===== src/verilog/crxbs_defs.svh =====
// offsets, field positions, reset values and codes of the receive buffer steering block
//
// Contract
// - a filter whose four-bit pointer holds 1111 sends its accepted messages into the receive FIFO.
// - a pointer code 0000 to 1110 sends the filter's messages into the dedicated buffer of that index.
// - each 16-bit pointer register holds four 4-bit fields, highest filter in 15-12, lowest in 3-0.
// - each of the 32 buffers has a full flag, set when a message is stored there, clear meaning empty.
// - full and overflow flags are cleared only by writing zero, and writing one leaves them alone.
// - storing into a buffer whose full flag is set instead sets that buffer's overflow flag.
// - bits 15-13 of the FIFO control select 4, 6, 8, 12, 16, 24 or 32 buffers, code 111 reserved.
// - bits 4-0 of the FIFO control select the first buffer of the FIFO area, buffer 0 to buffer 31.
// - all pointer, flag and FIFO control fields reset to zero and unimplemented bits read as zero.
// - any receive buffer overflow raises the receive overrun interrupt flag.
// - a six-bit read-only pointer names the next FIFO buffer that software should read; the code's read pointer is five bits, bits 4-0 of the FIFO status.
`ifndef CRXBS_DEFS_SVH
`define CRXBS_DEFS_SVH

`define CRXBS_A_PTR4_7    4'h0
`define CRXBS_A_PTR8_11   4'h1
`define CRXBS_A_PTR12_15  4'h2
`define CRXBS_A_FULL_LO   4'h3
`define CRXBS_A_FULL_HI   4'h4
`define CRXBS_A_OVF_LO    4'h5
`define CRXBS_A_OVF_HI    4'h6
`define CRXBS_A_FCTRL     4'h7
`define CRXBS_A_FSTAT     4'h8
`define CRXBS_A_IRQ_ST    4'h9
`define CRXBS_A_IRQ_CLR   4'ha
`define CRXBS_A_IRQ_EN    4'hb

`define CRXBS_FIFO_CODE   4'hf
`define CRXBS_SIZE_MSB    15
`define CRXBS_SIZE_LSB    13
`define CRXBS_FSA_MSB     4
`define CRXBS_FSA_LSB     0
`define CRXBS_FBP_LSB     8
`define CRXBS_IRQ_RX      0
`define CRXBS_IRQ_FIFO    1
`define CRXBS_IRQ_OVR     2
`define CRXBS_IRQ_W       3
`define CRXBS_RESET16     16'h0000

`define CRXBS_LAST_4      5'h03
`define CRXBS_LAST_6      5'h05
`define CRXBS_LAST_8      5'h07
`define CRXBS_LAST_12     5'h0b
`define CRXBS_LAST_16     5'h0f
`define CRXBS_LAST_24     5'h17
`define CRXBS_LAST_32     5'h1f

`endif


===== src/verilog/crxbs_pkg.sv =====
// types of the receive buffer steering block
package crxbs_pkg;

	typedef struct packed {
		logic [15:0]	ptr4_7;
		logic [15:0]	ptr8_11;
		logic [15:0]	ptr12_15;
		logic [31:0]	full;
		logic [31:0]	ovf;
		logic [2:0]	size;
		logic [4:0]	fifo_first_slot;
		logic [2:0]	irq_st;
		logic [2:0]	irq_en;
		logic [15:0]	rd_data;
		logic		irq;
		logic		store_valid;
		logic [4:0]	store_slot;
		logic		store_fifo;
	} crxbs_state_type;

	typedef struct packed {
		logic [4:0]	ptr;
	} crxbs_ptr_state_type;

endpackage


===== src/verilog/crxbs_ptr_if.sv =====
// wrapping FIFO pointer control between the steering logic and a pointer counter
interface crxbs_ptr_if;
	logic [4:0]	first;
	logic [4:0]	last;
	logic		restart;
	logic		advance;
	logic [4:0]	ptr;

	modport ctl (output first, output last, output restart, output advance, input ptr);
	modport cnt (input first, input last, input restart, input advance, output ptr);
endinterface


===== src/verilog/crxbs_steer.sv =====
// receive buffer steering: filter hit to buffer or FIFO, full and overflow flags
//
// The implementer's own choices: the plain strobed port and the placing of the registers.
`include "crxbs_defs.svh"

module crxbs_steer
	import crxbs_pkg::*;
(
	// clock and reset
	input	wire logic		clk,
	input	wire logic		rstn,
	// register port
	input	wire logic [3:0]	reg_addr,
	input	wire logic [15:0]	reg_wdata,
	input	wire logic		reg_wr,
	input	wire logic		reg_rd,
	output	logic [15:0]		reg_rdata,
	// acceptance filter hits
	input	wire logic		hit_valid,
	input	wire logic [3:0]	hit_filter,
	input	wire logic [15:0]	filt0_3_pointer,
	// store request to the message mover
	output	logic			store_valid,
	output	logic [4:0]		store_slot,
	output	logic			store_fifo,
	// interrupt
	output	logic			irq
);

	crxbs_state_type	s_r;
	crxbs_state_type	s_nxt;

	crxbs_ptr_if	wr_if ();
	crxbs_ptr_if	rd_if ();

	crxbs_fifo_ptr u_wr_ptr (
		.clk	(clk),
		.rstn	(rstn),
		.pif	(wr_if.cnt)
	);

	crxbs_fifo_ptr u_rd_ptr (
		.clk	(clk),
		.rstn	(rstn),
		.pif	(rd_if.cnt)
	);

	logic [63:0]	all_ptrs;
	logic [3:0]	hit_code;
	logic [4:0]	target;
	logic [4:0]	last_slot;
	logic		to_fifo;
	logic [31:0]	set_full;
	logic [31:0]	set_ovf;
	logic [2:0]	irq_set;
	logic		wr_fctrl;

	// slot count code to index of the last buffer; reserved code kept at full size
	always_comb begin
		case (s_r.size)
			3'h0: last_slot = `CRXBS_LAST_4;
			3'h1: last_slot = `CRXBS_LAST_6;
			3'h2: last_slot = `CRXBS_LAST_8;
			3'h3: last_slot = `CRXBS_LAST_12;
			3'h4: last_slot = `CRXBS_LAST_16;
			3'h5: last_slot = `CRXBS_LAST_24;
			default: last_slot = `CRXBS_LAST_32;
		endcase
	end

	// filter n owns bits 4n+3..4n; highest filter of a register in 15-12
	assign all_ptrs = {s_r.ptr12_15, s_r.ptr8_11, s_r.ptr4_7, filt0_3_pointer};
	assign hit_code = all_ptrs[{hit_filter, 2'b00} +: 4];
	assign to_fifo  = (hit_code == `CRXBS_FIFO_CODE);
	assign target   = to_fifo ? wr_if.ptr : {1'b0, hit_code};

	always_comb begin
		set_full = '0;
		set_ovf  = '0;
		irq_set  = '0;
		if (hit_valid) begin
			if (s_r.full[target]) begin
				set_ovf[target]          = 1'b1;
				irq_set[`CRXBS_IRQ_OVR]  = 1'b1;
			end else begin
				set_full[target]         = 1'b1;
				irq_set[`CRXBS_IRQ_RX]   = 1'b1;
				irq_set[`CRXBS_IRQ_FIFO] = to_fifo;
			end
		end
	end

	assign wr_fctrl = reg_wr && (reg_addr == `CRXBS_A_FCTRL);

	always_comb begin
		s_nxt = s_r;
		s_nxt.store_valid = 1'b0;
		s_nxt.rd_data     = `CRXBS_RESET16;
		if (reg_wr) begin
			case (reg_addr)
				`CRXBS_A_PTR4_7: begin
					s_nxt.ptr4_7 = reg_wdata;
				end
				`CRXBS_A_PTR8_11: begin
					s_nxt.ptr8_11 = reg_wdata;
				end
				`CRXBS_A_PTR12_15: begin
					s_nxt.ptr12_15 = reg_wdata;
				end
				`CRXBS_A_FULL_LO: begin
					s_nxt.full[15:0] = s_r.full[15:0] & reg_wdata;
				end
				`CRXBS_A_FULL_HI: begin
					s_nxt.full[31:16] = s_r.full[31:16] & reg_wdata;
				end
				`CRXBS_A_OVF_LO: begin
					s_nxt.ovf[15:0] = s_r.ovf[15:0] & reg_wdata;
				end
				`CRXBS_A_OVF_HI: begin
					s_nxt.ovf[31:16] = s_r.ovf[31:16] & reg_wdata;
				end
				`CRXBS_A_FCTRL: begin
					s_nxt.size = reg_wdata[`CRXBS_SIZE_MSB:`CRXBS_SIZE_LSB];
					s_nxt.fifo_first_slot  = reg_wdata[`CRXBS_FSA_MSB:`CRXBS_FSA_LSB];
				end
				`CRXBS_A_IRQ_CLR: begin
					s_nxt.irq_st = s_r.irq_st & ~reg_wdata[`CRXBS_IRQ_W-1:0];
				end
				`CRXBS_A_IRQ_EN: begin
					s_nxt.irq_en = reg_wdata[`CRXBS_IRQ_W-1:0];
				end
				default: begin
				end
			endcase
		end
		// hardware set wins over a clear in the same cycle
		s_nxt.full   = s_nxt.full | set_full;
		s_nxt.ovf    = s_nxt.ovf | set_ovf;
		s_nxt.irq_st = s_nxt.irq_st | irq_set;
		s_nxt.irq    = |(s_nxt.irq_st & s_nxt.irq_en);
		s_nxt.store_valid = |set_full;
		if (|set_full) begin
			s_nxt.store_slot = target;
			s_nxt.store_fifo = to_fifo;
		end
		if (reg_rd) begin
			case (reg_addr)
				`CRXBS_A_PTR4_7: begin
					s_nxt.rd_data = s_r.ptr4_7;
				end
				`CRXBS_A_PTR8_11: begin
					s_nxt.rd_data = s_r.ptr8_11;
				end
				`CRXBS_A_PTR12_15: begin
					s_nxt.rd_data = s_r.ptr12_15;
				end
				`CRXBS_A_FULL_LO: begin
					s_nxt.rd_data = s_r.full[15:0];
				end
				`CRXBS_A_FULL_HI: begin
					s_nxt.rd_data = s_r.full[31:16];
				end
				`CRXBS_A_OVF_LO: begin
					s_nxt.rd_data = s_r.ovf[15:0];
				end
				`CRXBS_A_OVF_HI: begin
					s_nxt.rd_data = s_r.ovf[31:16];
				end
				`CRXBS_A_FCTRL: begin
					s_nxt.rd_data = {s_r.size, 8'h00, s_r.fifo_first_slot};
				end
				`CRXBS_A_FSTAT: begin
					s_nxt.rd_data = {3'h0, wr_if.ptr, 3'h0, rd_if.ptr};
				end
				`CRXBS_A_IRQ_ST: begin
					s_nxt.rd_data = {13'h0000, s_r.irq_st};
				end
				`CRXBS_A_IRQ_EN: begin
					s_nxt.rd_data = {13'h0000, s_r.irq_en};
				end
				default: begin
					s_nxt.rd_data = `CRXBS_RESET16;
				end
			endcase
		end
	end

	// writing the FIFO control re-aims both pointers at the new start
	assign wr_if.first   = s_nxt.fifo_first_slot;
	assign wr_if.last    = last_slot;
	assign wr_if.restart = wr_fctrl;
	assign wr_if.advance = hit_valid && to_fifo && !s_r.full[target];
	assign rd_if.first   = s_nxt.fifo_first_slot;
	assign rd_if.last    = last_slot;
	assign rd_if.restart = wr_fctrl;
	// software frees the FIFO head by clearing its full flag
	assign rd_if.advance = s_r.full[rd_if.ptr] && !s_nxt.full[rd_if.ptr];

	always_ff @(posedge clk or negedge rstn) begin
		if (!rstn) begin
			s_r <= '0;
		end else begin
			s_r <= s_nxt;
		end
	end

	assign reg_rdata   = s_r.rd_data;
	assign store_valid = s_r.store_valid;
	assign store_slot  = s_r.store_slot;
	assign store_fifo  = s_r.store_fifo;
	assign irq         = s_r.irq;

endmodule


===== src/verilog/crxbs_fifo_ptr.sv =====
// wrapping pointer over the FIFO area of message RAM
module crxbs_fifo_ptr
	import crxbs_pkg::*;
(
	// clock and reset
	input	wire logic	clk,
	input	wire logic	rstn,
	// pointer control
	crxbs_ptr_if.cnt	pif
);

	crxbs_ptr_state_type	s_r;
	crxbs_ptr_state_type	s_nxt;

	always_comb begin
		s_nxt = s_r;
		if (pif.restart) begin
			s_nxt.ptr = pif.first;
		end else if (pif.advance) begin
			// a start beyond the last slot degenerates to a one-slot FIFO
			if (s_r.ptr >= pif.last || s_r.ptr < pif.first) begin
				s_nxt.ptr = pif.first;
			end else begin
				s_nxt.ptr = s_r.ptr + 5'h01;
			end
		end
	end

	always_ff @(posedge clk or negedge rstn) begin
		if (!rstn) begin
			s_r <= '0;
		end else begin
			s_r <= s_nxt;
		end
	end

	assign pif.ptr = s_r.ptr;

endmodule


===== config.mk =====
export PLATFORM = sky130hd
export DESIGN_NAME = crxbs_steer
export DESIGN_NICKNAME = d
export VERILOG_FILES = /design/src/verilog/crxbs_pkg.sv /design/src/verilog/crxbs_ptr_if.sv /design/src/verilog/crxbs_steer.sv /design/src/verilog/crxbs_fifo_ptr.sv
export VERILOG_INCLUDE_DIRS = /design/src /design/src/verilog
export SDC_FILE = /design/constraint.sdc
export NUM_CORES = 1
export LEC_CHECK = 0
export BUFFER_PORTS_ARGS = -buffer_cell sky130_fd_sc_hd__buf_2
export CAP_MARGIN = 20
export CELL_PAD_IN_SITES_DETAIL_PLACEMENT = 0
export CELL_PAD_IN_SITES_GLOBAL_PLACEMENT = 1
export CORE_ASPECT_RATIO = 0.9
export CORE_MARGIN = 2
export CORE_UTILIZATION = 49
export CTS_CLUSTER_DIAMETER = 120
export DETAILED_ROUTE_END_ITERATION = 10
export GPL_TIMING_DRIVEN = 1
export PLACE_DENSITY_LB_ADDON = 0.3
export SLEW_MARGIN = 0
export SYNTH_ARGS = -nofsm -noshare
export SYNTH_HDL_FRONTEND = slang
export SYNTH_HIERARCHICAL = 1
export SYNTH_SLANG_ARGS = --single-unit

===== constraint.sdc =====
create_clock -name clk -period 5.45 [get_ports clk]
set_input_delay 1.09 -clock clk [delete_from_list [all_inputs] [get_ports clk]]
set_output_delay 1.09 -clock clk [all_outputs]
set_load 0.01 [all_outputs]

==> results_dict.tcl <==
set metrics [dict create \
    outcome "completed" \
    ys_ff_latch 160 \
    dp_hpwl_um 27500 \
    yosys_most_used_dff "dfrtp_1" \
    p_per_area_mw_per_mm2 449 \
    numPortBuffers 68 \
    slowest_delay_ps 610 \
    initial_core_util 0.498 \
    crit_chain "buf_2, mux4_1, mux2_2, and2_4, o21ai_4, buf_12, o31ai_1, nor4_1, buf_4, o22ai_2, nor3_4, nand3b_1, and3_1, or3_1, a41o_1, or2_2, o211ai_1, or3b_1" \
    cts_tree "built" \
    synthArstFlopShare 1.00 \
    synth-edff-count 0 \
    cts_buffer_depth 2 \
    worst_pin_slew_ps 1060 \
    fin_area_sq_mm 0.0116 \
    end_kind "flop" \
    htreeDepth 4 \
    cts.sinks 160 \
    final_common_cell "dfrtp_1" \
    remaining_drc_errors 0 \
    drtIter0Drc 1119 \
    worstPathArrival_ps 5580 \
    wl_per_cell_um 27.4 \
    p_sw_mw 2.08 \
    dieWidth_um 154 \
    antenna_found_initial 2 \
    clkTransAtPathRegs_ps 70 \
    clkPwrFrac 0.255 \
    diodes 0 \
    area_growth_pct 16.6 \
    ir_worst_vdd_v 0.000283 \
    share_comb_of_total_power 0.372 \
    yosysSeqAreaShare 0.403 \
    rows 49 \
    power_mw 5.19 \
    netlist_instances 965 \
    grtUsageTotal 0.346 \
    synthAdderAreaFrac 0.0252 \
    die_y_um 139 \
    routed_wl_um 36500 \
    fillers 1741 \
    internal_power_mw 3.11 \
    netSwitchingFraction 0.401 \
    cp-start-kind "primary input" \
    mostFrequentLayoutCells "dfrtp_1 (160), o21ai_0 (141), buf_4 (82)" \
    grt_max_degree 85 \
    slew_headroom 0.286 \
    finalNetCount 1133 \
    synth_cell_type_count 87 \
    cpMaxStageDelayCell "mux4_1" \
    core_area_sq_mm 0.0199 \
    yosys_warnings 6 \
    vias_per_cell 6.75 \
    grt_pass1_vias 8975 \
    cts_inserted_buffers 17 \
    synth_top_area_frac 0.403 \
    worstPathRequired_ps 5760 \
    fmax_ghz 0.190 \
    p_seq_frac 0.373 \
    synth-simple-area-share 0.129 \
    yosys.area.top_type "dfrtp_1" \
    setup_viol_count_final 0 \
    syn_area_per_cell_sq_um 10.3 \
    ant_nets 0 \
    via_count 9021 \
    final.min_clock_period_ps 5270 \
    drive_gt1_frac 0.297 \
    worst_slack_ps 177 \
    dp_slack_ps -196 \
    skew_ps 14.7 \
    first_pass_iters 7 \
    grt-ovfl-total 0 \
    synthTopCellsByArea "dfrtp_1 (40%), mux2_2 (7.5%), o21ai_0 (7.1%)" \
    synth-compound-area-share 0.245 \
    synthMuxAreaShare 0.146 \
    hold_violations 0 \
    hold_slack_ps 469 \
    globalplace.congestion 0.982 \
    drv_cap 0 \
    place_area_sq_mm 0.0109 \
    synth_top_family_by_area "compound AO/OA/AOI/OAI gates" \
    cts-root-buf "clkbuf_16" \
    boundaryPins 69 \
    p_leak_nw 4.94 \
    clk_latency_ps 440 \
    ctsHoldBuffers 0 \
    path_max_fanout 16 \
    dieArea_sq_mm 0.0214 \
    path_class "in -> reg" \
    grt_pass1_wl_um 55200 \
    synth_area_sq_mm 0.00993 \
    synth_xor_area_frac 0.000882 \
    hold_path_class "reg -> reg" \
    period_share 0.967 \
    slew_viol_final 0 \
]
stage by stage:
step	utilization	instances	TNS [ps]
2_1_floorplan	-	966	0
3_3_place_gp	0.548	1304	-715
3_5_place_dp	0.548	1304	-784
4_1_cts	0.580	1336	0
5_1_grt	0.581	1336	-3.68
6_report	0.581	1336	0
Yosys cell counts (7+ instances only):
| cell type | count |
|---|---|
| a222oi_1 | 7 |
| nand2b_1 | 30 |
| nand3b_1 | 7 |
| ha_1 | 20 |
| mux2i_1 | 12 |
| nor3_1 | 10 |
| or2_2 | 7 |
| mux2_2 | 66 |
| a22oi_1 | 51 |
| a31oi_1 | 13 |
| a21oi_1 | 16 |
| o21ai_0 | 141 |
| mux4_2 | 15 |
| nor2b_1 | 13 |
| or3_1 | 9 |
| clkbuf_1 | 36 |
| dfrtp_1 | 160 |
| nand3_1 | 19 |
| a41oi_1 | 9 |
| nand2_1 | 70 |
| a21o_1 | 7 |
| a221oi_1 | 7 |
| buf_4 | 23 |
| o211ai_1 | 12 |
| inv_1 | 30 |
| mux4_1 | 9 |
| o31ai_1 | 8 |
| nor2_1 | 28 |
worst max-delay path, delay by kind of cell:
family                 cells  cell delay [ps]
buffers and inverters      3              650
AO/OA/AOI/OAI              5              750
multiplexers               2              950
AND/OR/NAND/NOR            8             2120
final timing paths:
kind / start / to / slack (ps) / cells after the start
setup reg to reg: all_ptrs[17] / u_rd_ptr/pif.ptr[0] / 780 / 17
min in group asynchronous: rstn / all_ptrs[18] / 720 / 1
hold reg to reg: store_slot[1] / store_slot[1] / 470 / 2
hold / removal: store_slot[1] / store_slot[1] / 470 / 2
max in group asynchronous: rstn / s_r[88] / 3660 / 2
setup / recovery: hit_filter[0] / u_rd_ptr/pif.ptr[0] / 180 / 18
layout make-up:
cell class | instances | area, sq um | area share
Sequential cell | 160 | 4000 | 0.346
Multi-Input combinational cell | 706 | 5470 | 0.473
Clock buffer | 18 | 439 | 0.0379
Timing Repair Buffer | 153 | 1020 | 0.0885
Tap cell | 255 | 319 | 0.0276
Inverter | 30 | 113 | 0.00973
Clock inverter | 14 | 201 | 0.0174
what timing repair did:
action / CTS / global route
setup buffers: 0 / 0
setup endpoints to repair: 0 / 2
hold endpoints to repair: 0 / 0
resized for setup: 0 / 3
registers in the layout, indices dropped and copies added, names as in the netlist:
name and flops:
all_ptrs 48, irq 1, reg_rdata 16, s_r 78
store_fifo 1, store_slot 5, store_valid 1, u_rd_ptr/pif.ptr 5
u_wr_ptr/pif.ptr 5
routing by layer:
layer / vias up / GRT usage / share of wire
met3: 90 / 0.0997 / 0.11
met4: 4 / 0.121 / 0.027
met5: - / 0 / 0.00085
met2: 564 / 0.516 / 0.44
met1: 4475 / 0.485 / 0.42
li1: 3888 / - / -
kinds of logic (layout without fill, tap and decap cells):
kind of cell	Yosys count	count (layout)
other	1	2
buffers and inverters	100	215
XOR/XNOR	1	1
AND/OR/NAND/NOR	236	236
AO/OA/AOI/OAI	344	344
flip-flops	160	160
adder cells (fa/ha/maj)	20	20
multiplexers	103	103
power groups by stage:
stage	registers (mW)	clock network, mW	logic [mW]
detailed placement	1.92	0	1.89
CTS	1.90	1.33	1.90
floorplan	1.68	0	1.34
global route	1.95	1.38	2.10
finish	1.94	1.33	1.93
global placement	1.92	0	1.86
No activity file was read; power rests on OpenSTA's default activity.
